--- src/logic/wsam_defines.svh ---
/*
  Constants of the wind speed alarm monitor: register map, field
  positions, reset values, unit limits and timing figures.
  Assumes a 100 MHz pclk and an APB master with 32-bit data.
*/
// Summary of operation
// - Imperial units: alert threshold at most 31, alarm at most 45 mph.
// - Metric units: alert threshold at most 50, alarm at most 72 km/h.
// - Threshold above its limit is replaced by that limit.
// - Filter delay is clamped to twenty seconds at most.
// - Speed must stay above threshold for whole filter delay before raising.
// - Filtered speed above alert threshold: yellow lamp blinks, horn pulses.
// - Filtered speed above alarm threshold: red, yellow and horn steadily on.
// - Lamp test drives indicators regardless of wind speed.
// - Eight hours without anemometer signal raises an alarm.
// - Indication is withdrawn only after speed stays low for filter delay.
// - Eleven newest time-stamped alarm events kept, index 0 newest.
// - Enable low forces echo, lamps, horn, alarm flag low, code zero.
// - Rising edge of lamp test lights yellow, red and horn for 6 s.
// - Filter delay counts tenths of a second, default fifty.
// - Alarm code bit0 silence, bit1 alert clamped, bit2 alarm clamped.
`ifndef WSAM_DEFINES_SVH
`define WSAM_DEFINES_SVH

// ----------------------------------------------------------------
// Register byte offsets
// ----------------------------------------------------------------
`define WSAM_OFF_CTRL 8'h00
`define WSAM_OFF_ALERT_THR 8'h04
`define WSAM_OFF_ALARM_THR 8'h08
`define WSAM_OFF_FILTER 8'h0C
`define WSAM_OFF_BLINK 8'h10
`define WSAM_OFF_STATUS 8'h14
`define WSAM_OFF_IRQ_STATUS 8'h18
`define WSAM_OFF_IRQ_MASK 8'h1C
`define WSAM_OFF_SPEED 8'h20
`define WSAM_OFF_LOG 8'h40
`define WSAM_LOG_DEPTH 11

// ----------------------------------------------------------------
// Field positions
// ----------------------------------------------------------------
`define WSAM_CTRL_ENABLE 0
`define WSAM_CTRL_IMPERIAL 1
`define WSAM_CTRL_LAMP_TEST 2
`define WSAM_ST_ECHO 0
`define WSAM_ST_YELLOW 1
`define WSAM_ST_RED 2
`define WSAM_ST_HORN 3
`define WSAM_ST_ALARM 4
`define WSAM_ST_ALERT_LVL 5
`define WSAM_ST_ALARM_LVL 6
`define WSAM_ST_CODE_LSB 16
`define WSAM_CODE_SILENT 0
`define WSAM_CODE_ALERT_CLAMP 1
`define WSAM_CODE_ALARM_CLAMP 2
`define WSAM_IRQ_ALERT 0
`define WSAM_IRQ_ALARM 1
`define WSAM_IRQ_SILENT 2
`define WSAM_IRQ_BITS 3

// ----------------------------------------------------------------
// Reset values and limits
// ----------------------------------------------------------------
`define WSAM_FILTER_RESET 16'h0032
`define WSAM_BLINK_RESET 32'h02FAF080
`define WSAM_ALERT_MAX_MPH 16'h001F
`define WSAM_ALARM_MAX_MPH 16'h002D
`define WSAM_ALERT_MAX_KMH 16'h0032
`define WSAM_ALARM_MAX_KMH 16'h0048

// ----------------------------------------------------------------
// Timing
// ----------------------------------------------------------------
`define WSAM_CLK_PERIOD_NS 10
`define WSAM_TENTH_NS 100000000
`define WSAM_TENTHS_PER_S 16'h000A
`define WSAM_FILTER_MAX_S 16'h0014
`define WSAM_LAMP_TEST_S 16'h0006
`define WSAM_SILENCE_HOURS 8
`define WSAM_NS_PER_HOUR 64'h0000_0346_30B8_A000

`endif

--- src/logic/wsam_pkg.sv ---
/*
  Types shared by the wind speed alarm monitor.
  Assumes nothing beyond a SystemVerilog tool.
*/
`default_nettype none
package wsam_pkg;
  typedef logic [15:0] wsam_speed_t;
  typedef logic [31:0] wsam_word_t;
  typedef logic [15:0] wsam_tenths_t;
endpackage : wsam_pkg
`default_nettype wire

--- src/logic/wsam_top.sv ---
/*
  Wind speed alarm monitor with APB register access, filtered
  alert and alarm levels, lamp test, silence watchdog and event log.
  Assumes wind_speed_in and anemometer_pulse come from pins,
  datetime_in comes from logic on pclk.
*/
// Decided for this implementation: the register addresses and the APB register port.
`timescale 1ns/100ps
`default_nettype none
`include "wsam_defines.svh"

module wsam_top
  import wsam_pkg::*;
#(
  parameter logic [31:0] TENTH_CYCLES =
    32'(`WSAM_TENTH_NS / `WSAM_CLK_PERIOD_NS),
  parameter logic [47:0] SILENCE_CYCLES =
    48'(64'(`WSAM_SILENCE_HOURS) * `WSAM_NS_PER_HOUR
        / 64'(`WSAM_CLK_PERIOD_NS))
) (
  input wire logic pclk,
  input wire logic presetn,
  input wire logic psel,
  input wire logic penable,
  input wire logic pwrite,
  input wire logic [7:0] paddr,
  input wire logic [31:0] pwdata,
  output logic [31:0] prdata,
  output logic pready,
  output logic pslverr,
  input wire logic [15:0] wind_speed_in,
  input wire logic anemometer_pulse,
  input wire logic [31:0] datetime_in,
  output logic enable_echo,
  output logic yellow_lamp,
  output logic red_lamp,
  output logic horn_out,
  output logic alarm_flag,
  output logic [15:0] alarm_code,
  output logic irq
);

  // ----------------------------------------------------------------
  // Functions
  // ----------------------------------------------------------------
  function automatic wsam_speed_t clamp(input wsam_speed_t v,
                                        input wsam_speed_t lim);
    clamp = (v > lim) ? lim : v;
  endfunction : clamp

  function automatic logic hit_at(input logic [7:0] a,
                                  input logic [7:0] off);
    hit_at = (a == off);
  endfunction : hit_at

  // ----------------------------------------------------------------
  // Registers and state
  // ----------------------------------------------------------------
  logic [2:0] ctrl;
  wsam_speed_t alert_thr;
  wsam_speed_t alarm_thr;
  wsam_tenths_t filter_delay;
  wsam_word_t blink_half;
  logic [`WSAM_IRQ_BITS-1:0] irq_status;
  logic [`WSAM_IRQ_BITS-1:0] irq_mask;
  wsam_word_t event_log [0:`WSAM_LOG_DEPTH-1];
  wsam_speed_t spd_s1;
  wsam_speed_t spd_s2;
  logic pul_s1;
  logic pul_s2;
  logic pul_s3;
  logic [31:0] tenth_cnt;
  wsam_word_t blink_cnt;
  logic blink_phase;
  logic [47:0] silence_cnt;
  logic silent;
  logic lamp_req_d;
  wsam_tenths_t lamp_cnt;
  logic [1:0] level;
  wsam_tenths_t filt_cnt [0:1];

  // ----------------------------------------------------------------
  // Threshold and delay limits
  // ----------------------------------------------------------------
  wire imperial = ctrl[`WSAM_CTRL_IMPERIAL];
  wire enabled = ctrl[`WSAM_CTRL_ENABLE];
  wire wsam_speed_t alert_lim = imperial ? `WSAM_ALERT_MAX_MPH
                                         : `WSAM_ALERT_MAX_KMH;
  wire wsam_speed_t alarm_lim = imperial ? `WSAM_ALARM_MAX_MPH
                                         : `WSAM_ALARM_MAX_KMH;
  wire wsam_speed_t alert_eff = clamp(alert_thr, alert_lim);
  wire wsam_speed_t alarm_eff = clamp(alarm_thr, alarm_lim);
  wire wsam_tenths_t delay_max = 16'(`WSAM_FILTER_MAX_S
                                     * `WSAM_TENTHS_PER_S);
  wire wsam_tenths_t delay_eff = clamp(filter_delay, delay_max);
  wire wsam_tenths_t lamp_tenths = 16'(`WSAM_LAMP_TEST_S
                                       * `WSAM_TENTHS_PER_S);
  wire [1:0] over = {spd_s2 > alarm_eff, spd_s2 > alert_eff};

  // ----------------------------------------------------------------
  // Timebases and edges
  // ----------------------------------------------------------------
  wire tick = (tenth_cnt == (TENTH_CYCLES - 32'h1));
  wire blink_wrap = (blink_cnt + 32'h1 >= blink_half);
  wire pulse_edge = pul_s2 ^ pul_s3;
  wire silence_hit = (silence_cnt == (SILENCE_CYCLES - 48'h1));
  wire lamp_req = ctrl[`WSAM_CTRL_LAMP_TEST];
  wire lamp_rise = lamp_req & ~lamp_req_d;

  // ----------------------------------------------------------------
  // Output decision
  // ----------------------------------------------------------------
  wire lamp_on = (lamp_cnt != 16'h0000);
  wire pulsing = level[0] & blink_phase;
  wire next_yellow = enabled & (level[1] | pulsing | lamp_on);
  wire next_red = enabled & (level[1] | lamp_on);
  wire next_horn = enabled & (level[1] | pulsing | lamp_on);
  wire next_alarm_flag = enabled & (level[1] | silent);
  wire [15:0] raw_code = 16'({alarm_thr > alarm_lim,
                              alert_thr > alert_lim,
                              silent});
  wire [15:0] next_alarm_code = enabled ? raw_code : 16'h0000;
  wire alarm_rise = next_alarm_flag & ~alarm_flag;

  // ----------------------------------------------------------------
  // APB decode
  // ----------------------------------------------------------------
  wire [7:0] log_rel = paddr - `WSAM_OFF_LOG;
  wire [5:0] log_idx = log_rel[7:2];
  wire log_hit = (paddr >= `WSAM_OFF_LOG) & (log_rel[1:0] == 2'b00)
                 & (log_idx < 6'(`WSAM_LOG_DEPTH));
  wire h_ctrl = hit_at(paddr, `WSAM_OFF_CTRL);
  wire h_alert = hit_at(paddr, `WSAM_OFF_ALERT_THR);
  wire h_alarm = hit_at(paddr, `WSAM_OFF_ALARM_THR);
  wire h_filter = hit_at(paddr, `WSAM_OFF_FILTER);
  wire h_blink = hit_at(paddr, `WSAM_OFF_BLINK);
  wire h_status = hit_at(paddr, `WSAM_OFF_STATUS);
  wire h_istat = hit_at(paddr, `WSAM_OFF_IRQ_STATUS);
  wire h_imask = hit_at(paddr, `WSAM_OFF_IRQ_MASK);
  wire h_speed = hit_at(paddr, `WSAM_OFF_SPEED);
  wire any_hit = h_ctrl | h_alert | h_alarm | h_filter | h_blink
                 | h_status | h_istat | h_imask | h_speed | log_hit;
  wire access = psel & penable;
  wire wr = access & pwrite;
  wire wsam_word_t status_word =
    32'({alarm_code, 9'h000, level, alarm_flag, horn_out,
         red_lamp, yellow_lamp, enable_echo});
  wire wsam_word_t log_word =
    log_hit ? event_log[4'(log_idx)] : 32'h0000_0000;
  wire wsam_word_t rd_data =
    h_ctrl ? 32'(ctrl) :
    h_alert ? 32'(alert_thr) :
    h_alarm ? 32'(alarm_thr) :
    h_filter ? 32'(filter_delay) :
    h_blink ? blink_half :
    h_status ? status_word :
    h_istat ? 32'(irq_status) :
    h_imask ? 32'(irq_mask) :
    h_speed ? 32'(spd_s2) :
    log_word;
  wire [`WSAM_IRQ_BITS-1:0] irq_events =
    {silence_hit & ~silent, over[1] & ~level[1] & (filt_cnt[1] >= delay_eff),
     over[0] & ~level[0] & (filt_cnt[0] >= delay_eff)};
  wire [`WSAM_IRQ_BITS-1:0] irq_clear =
    (wr & h_istat) ? pwdata[`WSAM_IRQ_BITS-1:0] : 3'b000;

  assign pready = 1'b1;
  assign pslverr = access & ~any_hit;

  // ----------------------------------------------------------------
  // Register file
  // ----------------------------------------------------------------
  always_ff @(posedge pclk or negedge presetn) begin
    if (!presetn) begin
      ctrl <= 3'b000;
      alert_thr <= 16'h0000;
      alarm_thr <= 16'h0000;
      filter_delay <= `WSAM_FILTER_RESET;
      blink_half <= `WSAM_BLINK_RESET;
      irq_mask <= 3'b000;
    end else if (wr) begin
      if (h_ctrl) ctrl <= pwdata[2:0];
      if (h_alert) alert_thr <= pwdata[15:0];
      if (h_alarm) alarm_thr <= pwdata[15:0];
      if (h_filter) filter_delay <= pwdata[15:0];
      if (h_blink) blink_half <= pwdata;
      if (h_imask) irq_mask <= pwdata[`WSAM_IRQ_BITS-1:0];
    end
  end

  always_ff @(posedge pclk or negedge presetn) begin
    if (!presetn) begin
      prdata <= 32'h0000_0000;
    end else if (psel & ~penable) begin
      prdata <= rd_data;
    end
  end

  // Set wins over a write-one clear
  always_ff @(posedge pclk or negedge presetn) begin
    if (!presetn) begin
      irq_status <= 3'b000;
      irq <= 1'b0;
    end else begin
      irq_status <= (irq_status & ~irq_clear) | irq_events;
      irq <= |(irq_status & irq_mask);
    end
  end

  // ----------------------------------------------------------------
  // Input synchronisers
  // ----------------------------------------------------------------
  always_ff @(posedge pclk or negedge presetn) begin
    if (!presetn) begin
      spd_s1 <= 16'h0000;
      spd_s2 <= 16'h0000;
      pul_s1 <= 1'b0;
      pul_s2 <= 1'b0;
      pul_s3 <= 1'b0;
    end else begin
      spd_s1 <= wind_speed_in;
      spd_s2 <= spd_s1;
      pul_s1 <= anemometer_pulse;
      pul_s2 <= pul_s1;
      pul_s3 <= pul_s2;
    end
  end

  // ----------------------------------------------------------------
  // Tenth-second prescaler and blink timebase
  // ----------------------------------------------------------------
  always_ff @(posedge pclk or negedge presetn) begin
    if (!presetn) begin
      tenth_cnt <= 32'h0000_0000;
    end else begin
      tenth_cnt <= tick ? 32'h0000_0000 : tenth_cnt + 32'h1;
    end
  end

  always_ff @(posedge pclk or negedge presetn) begin
    if (!presetn) begin
      blink_cnt <= 32'h0000_0000;
      blink_phase <= 1'b0;
    end else if (blink_wrap) begin
      blink_cnt <= 32'h0000_0000;
      blink_phase <= ~blink_phase;
    end else begin
      blink_cnt <= blink_cnt + 32'h1;
    end
  end

  // ----------------------------------------------------------------
  // Anemometer silence watchdog
  // ----------------------------------------------------------------
  always_ff @(posedge pclk or negedge presetn) begin
    if (!presetn) begin
      silence_cnt <= 48'h0;
      silent <= 1'b0;
    end else if (pulse_edge) begin
      silence_cnt <= 48'h0;
      silent <= 1'b0;
    end else if (silence_hit) begin
      silent <= 1'b1;
    end else begin
      silence_cnt <= silence_cnt + 48'h1;
    end
  end

  // ----------------------------------------------------------------
  // Lamp test timer
  // ----------------------------------------------------------------
  always_ff @(posedge pclk or negedge presetn) begin
    if (!presetn) begin
      lamp_req_d <= 1'b0;
      lamp_cnt <= 16'h0000;
    end else begin
      lamp_req_d <= lamp_req;
      if (lamp_rise) begin
        lamp_cnt <= lamp_tenths;
      end else if (tick && lamp_on) begin
        lamp_cnt <= lamp_cnt - 16'h1;
      end
    end
  end

  // ----------------------------------------------------------------
  // Gust filters, index 0 alert, index 1 alarm
  // ----------------------------------------------------------------
  always_ff @(posedge pclk or negedge presetn) begin
    if (!presetn) begin
      level <= 2'b00;
      for (int i = 0; i < 2; i++) begin
        filt_cnt[i] <= 16'h0000;
      end
    end else begin
      for (int i = 0; i < 2; i++) begin
        if (over[i] == level[i]) begin
          filt_cnt[i] <= 16'h0000;
        end else if (filt_cnt[i] >= delay_eff) begin
          level[i] <= over[i];
          filt_cnt[i] <= 16'h0000;
        end else if (tick) begin
          filt_cnt[i] <= filt_cnt[i] + 16'h1;
        end
      end
    end
  end

  // ----------------------------------------------------------------
  // Indicator outputs
  // ----------------------------------------------------------------
  always_ff @(posedge pclk or negedge presetn) begin
    if (!presetn) begin
      enable_echo <= 1'b0;
      yellow_lamp <= 1'b0;
      red_lamp <= 1'b0;
      horn_out <= 1'b0;
      alarm_flag <= 1'b0;
      alarm_code <= 16'h0000;
    end else begin
      enable_echo <= enabled;
      yellow_lamp <= next_yellow;
      red_lamp <= next_red;
      horn_out <= next_horn;
      alarm_flag <= next_alarm_flag;
      alarm_code <= next_alarm_code;
    end
  end

  // ----------------------------------------------------------------
  // Alarm event log
  // ----------------------------------------------------------------
  always_ff @(posedge pclk or negedge presetn) begin
    if (!presetn) begin
      for (int i = 0; i < `WSAM_LOG_DEPTH; i++) begin
        event_log[i] <= 32'h0000_0000;
      end
    end else if (alarm_rise) begin
      event_log[0] <= datetime_in;
      for (int i = 1; i < `WSAM_LOG_DEPTH; i++) begin
        event_log[i] <= event_log[i-1];
      end
    end
  end

endmodule : wsam_top
`default_nettype wire

--- config.mk ---
export PLATFORM = sky130hd
export DESIGN_NAME = wsam_top
export DESIGN_NICKNAME = d
export VERILOG_FILES = /design/src/logic/wsam_pkg.sv /design/src/logic/wsam_top.sv
export VERILOG_INCLUDE_DIRS = /design/src /design/src/logic
export SDC_FILE = /design/constraint.sdc
export NUM_CORES = 1
export LEC_CHECK = 0
export ABC_AREA = 1
export BUFFER_PORTS_ARGS = -buffer_cell sky130_fd_sc_hd__buf_2
export CAP_MARGIN = 25
export CORE_UTILIZATION = 25
export DETAILED_ROUTE_END_ITERATION = 8
export PLACE_DENSITY = 0.49
export SLEW_MARGIN = 20
export SYNTH_ARGS = -nofsm -noshare
export SYNTH_HDL_FRONTEND = slang
export SYNTH_SLANG_ARGS = --single-unit
--- constraint.sdc ---
create_clock -name pclk -period 6.65 [get_ports pclk]
set_input_delay 0.3325 -clock pclk [delete_from_list [all_inputs] [get_ports pclk]]
set_output_delay 0.3325 -clock pclk [all_outputs]
set_load 0.005 [all_outputs]
==> flow_metrics.tcl <==
set metrics [dict create \
    run_status "complete, no violations" \
    stdcell_area_um2 40350 \
    ios 150 \
    grt-ovfl-total 0 \
    die_height_um 372.5 \
    synth_seq_cells 681 \
    placed_area_um2 36870 \
    dieArea_um2 138800 \
    clkSinkCount 681 \
    cts_max_level 3 \
    synth.distinct_cells 62 \
    area_growth_pct 17.55 \
    synth-edff-count 0 \
    track_usage_pct 15.49 \
    cp.arrival_ns 4.65 \
    switchingPower_mw 2.556 \
    io_buffers 135 \
    hold_slack_ns 0.02728 \
    avgSynthCellArea_um2 8.182 \
    combPwrFrac_pct 8.5 \
    num_vias 28396 \
    crit_type "reg2reg" \
    pwr-share-clk_pct 47.9 \
    grt_max_degree 177 \
    cap_violations 0 \
    cts_resized 0 \
    cts_buffers 83 \
    finalCriticalPeriod_ns 4.127 \
    synth_warnings 0 \
    yosysSeqAreaShare_pct 49.70 \
    cp_slowest_cell "dfrtp_1" \
    syn_inst 4195 \
    clock-root-buffer "clkbuf_16" \
    syn-cell-area_um2 34320 \
    dr.pass1.iters 5 \
    fin_nets 4570 \
    grt_pass1_wl_um 167000 \
    drive_gt1_share_pct 8.730 \
    drt_iter0_drc 2069 \
    switching_share_pct 25.80 \
    cts_max_path_buffers 3 \
    intPower_mw 7.350 \
    max_stage_delay_ns 0.45 \
    post_cts_buffers 0 \
    drc 0 \
    holdBufCountCts 57 \
    final-hold-violation-count 0 \
    p_seq_share_pct 43.6 \
    routed_wl_um 107100 \
    critPathRequiredTime_ns 7.17 \
    clk-insertion-delay-late_ns 0.65 \
    final.setup.tns_ns 0 \
    cts_tree "done" \
    async_flop_share_pct 100.0 \
    worst_pin_slew_ns 0.9669 \
    rsz0062_at_grt "no" \
    leakage_nw 18.76 \
    path_common_cell "nand2_1" \
    worst-path-max-fanout 16 \
    core.rowCount 135 \
    powerDensity_nw_per_um2 245.5 \
    fp.dieW_um 372.5 \
    endpoint_kind "register" \
    gp_congestion 0.8797 \
    core_region_area_um2 135800 \
    ys.flop_type "dfrtp_1" \
    report.final.setup_viol 0 \
    slew_viol_final 0 \
    wl_per_cell_um 17.23 \
    start_util_pct 25.27 \
    antenna_found_initial 5 \
    power.total_mw 9.906 \
    finalWorstSetupSlack_ns 2.523 \
    grt_pass1_vias 27729 \
    finalCritPeriodShare_pct 62.05 \
    fillers 14643 \
    critPathLaunchType "register" \
    fmax_ghz 0.2423 \
    path_clk_slew_ns 0.06 \
    max_slew_margin_pct 35.39 \
    finClkSkew_ns 0.03622 \
    pre_cts_ws_ns 2.596 \
    min_path_type "in2reg" \
    drtAntennaViolNets 0 \
    place_hpwl_um 74610 \
    vdd_ir_drop_max_mv 0.1862 \
    viasPerCell 4.567 \
    crit_chain "inv_1 > ha_1 > nor3b_1 > o211ai_1 > o211ai_1 > o21ai_0 > nand2_1 > nand2_1 > a21boi_0 > ha_1 > nand4_1 > o221ai_1 > a21oi_1 > a21oi_1 > ha_1 > inv_1 > nand2_1 > o21ai_0 > nand2_1" \
]
[power groups by stage]
stage	clock network [mW]	registers, mW	logic [mW]
floorplan	0	4.36	0.505
global placement	0	4.39	0.811
detailed placement	0	4.39	0.819
CTS	4.90	4.32	0.850
global route	5.04	4.33	0.961
finish	4.75	4.32	0.840
[area by class of cell]
cell class	instances	area, µm²	area share [%]
Sequential cell	681	17060	42.28
Multi-Input combinational cell	2880	14700	36.42
Clock buffer	126	2470	6.122
Tap cell	1781	2228	5.523
Inverter	488	1836	4.549
Timing Repair Buffer	230	1669	4.137
Clock inverter	28	377.9	0.9365
Antenna cell	4	10.01	0.02481
[registers in the layout (all words and copies together), names as in the netlist, 32 cells and up]
signal,cells
blink_cnt,32
blink_half,32
event_log,352
filt_cnt,32
prdata,32
silence_cnt,48
tenth_cnt,32
[cell usage after synthesis (all sizes together) (4+ instances only)]
| cell type | n | area [µm²] |
|---|---|---|
| a21oi | 317 | 1590 |
| a221oi | 7 | 61.31 |
| a22oi | 4 | 30.03 |
| a31oi | 7 | 43.79 |
| a41oi | 5 | 43.79 |
| buf | 104 | 606.8 |
| clkbuf | 89 | 334.1 |
| clkinv | 4 | 16.26 |
| dfrtp | 666 | 16670 |
| dfstp | 15 | 394.1 |
| ha | 112 | 1401 |
| inv | 484 | 1819 |
| mux2 | 10 | 112.6 |
| nand2 | 921 | 3480 |
| nand3 | 131 | 670.6 |
| nand3b | 5 | 37.54 |
| nand4 | 58 | 377.9 |
| nor2 | 412 | 1593 |
| nor3 | 98 | 564.3 |
| nor3b | 10 | 85.08 |
| nor4 | 34 | 240.2 |
| o2111ai | 13 | 113.9 |
| o211ai | 15 | 112.6 |
| o21a | 7 | 52.55 |
| o21ai | 452 | 2266 |
| o221ai | 5 | 43.79 |
| o22ai | 84 | 525.5 |
| or2 | 13 | 81.33 |
| xnor2 | 19 | 166.4 |
| xor2 | 75 | 656.9 |
[metal layers]
metal / vias to the layer above / global-route usage, % / share of wire [%]
li1: 14073 / - / -
met1: 13657 / 21.40 / 48
met2: 524 / 25.16 / 46
met3: 138 / 1.794 / 3.7
met4: 4 / 4.867 / 2.5
met5: - / 0 / 0.025
[logic make-up (layout without fill, tap and decap cells)]
| group | after synthesis | in the layout | synth area share, % |
|---|---|---|---|
| adder cells (fa/ha/maj) | 112 | 112 | 4.083 |
| AO/OA/AOI/OAI | 930 | 930 | 14.54 |
| flip-flops | 681 | 681 | 49.70 |
| AND/OR/NAND/NOR | 1685 | 1685 | 20.83 |
| other | 2 | 53 | 0.02188 |
| XOR/XNOR | 94 | 94 | 2.399 |
| multiplexers | 10 | 10 | 0.3281 |
| buffers and inverters | 681 | 872 | 8.089 |
[worst paths after layout]
| path | start | to | slack [ns] | cells after the start |
|---|---|---|---|---|
| max | ctrl[1] | filt_cnt[12] | 2.52 | 19 |
| min in group asynchronous | presetn | pul_s1 | 0.27 | 2 |
| min | pwdata[7] | alert_thr[7] | 0.03 | 3 |
| min reg2reg | spd_s1[3] | spd_s2[3] | 0.35 | 0 |
| max in group asynchronous | presetn | event_log[55] | 4.68 | 4 |
| max reg2reg | ctrl[1] | filt_cnt[12] | 2.52 | 19 |
[per-stage QoR]
stage	utilization [%]	std cells
after floorplan	-	4242
after global placement	27.13	5999
after detailed placement	27.15	6001
after CTS	29.66	6212
after global routing	29.71	6217
final	29.71	6218
[worst max-delay path: cells and delay by family (launching register included)]
| family | cells | cell delay, ns |
|---|---|---|
| flip-flops | 1 | 0.45 |
| buffers and inverters | 2 | 0.28 |
| adder cells (fa/ha/maj) | 3 | 0.90 |
| AND/OR/NAND/NOR | 6 | 1.07 |
| AO/OA/AOI/OAI | 8 | 1.28 |
[placed cells by master (no fill, tap or decap), types with 8 or more instances in the layout]
cell / Yosys / layout
o211ai_1: 15 / 15
nor2_1: 403 / 401
ha_1: 112 / 112
dfstp_2: 15 / 15
nor3_2: 8 / 9
mux2_2: 10 / 10
o22ai_1: 84 / 84
dlygate4sd3_1: 0 / 57
o21ai_1: 22 / 22
nor4_1: 31 / 31
buf_12: 0 / 8
clkbuf_1: 89 / 21
clkinv_2: 1 / 9
xor2_1: 75 / 75
clkbuf_8: 0 / 21
dfrtp_1: 666 / 666
nand3_1: 128 / 128
conb_1: 2 / 49
inv_1: 477 / 475
buf_2: 71 / 134
a21oi_1: 316 / 316
xnor2_1: 19 / 19
clkbuf_16: 0 / 84
nor3b_1: 8 / 8
nor3_1: 87 / 86
o2111ai_1: 13 / 13
buf_4: 24 / 28
o21ai_0: 429 / 429
inv_2: 6 / 8
nand4_1: 57 / 57
nand2_1: 916 / 914
Power figures use the tool's default switching activity.
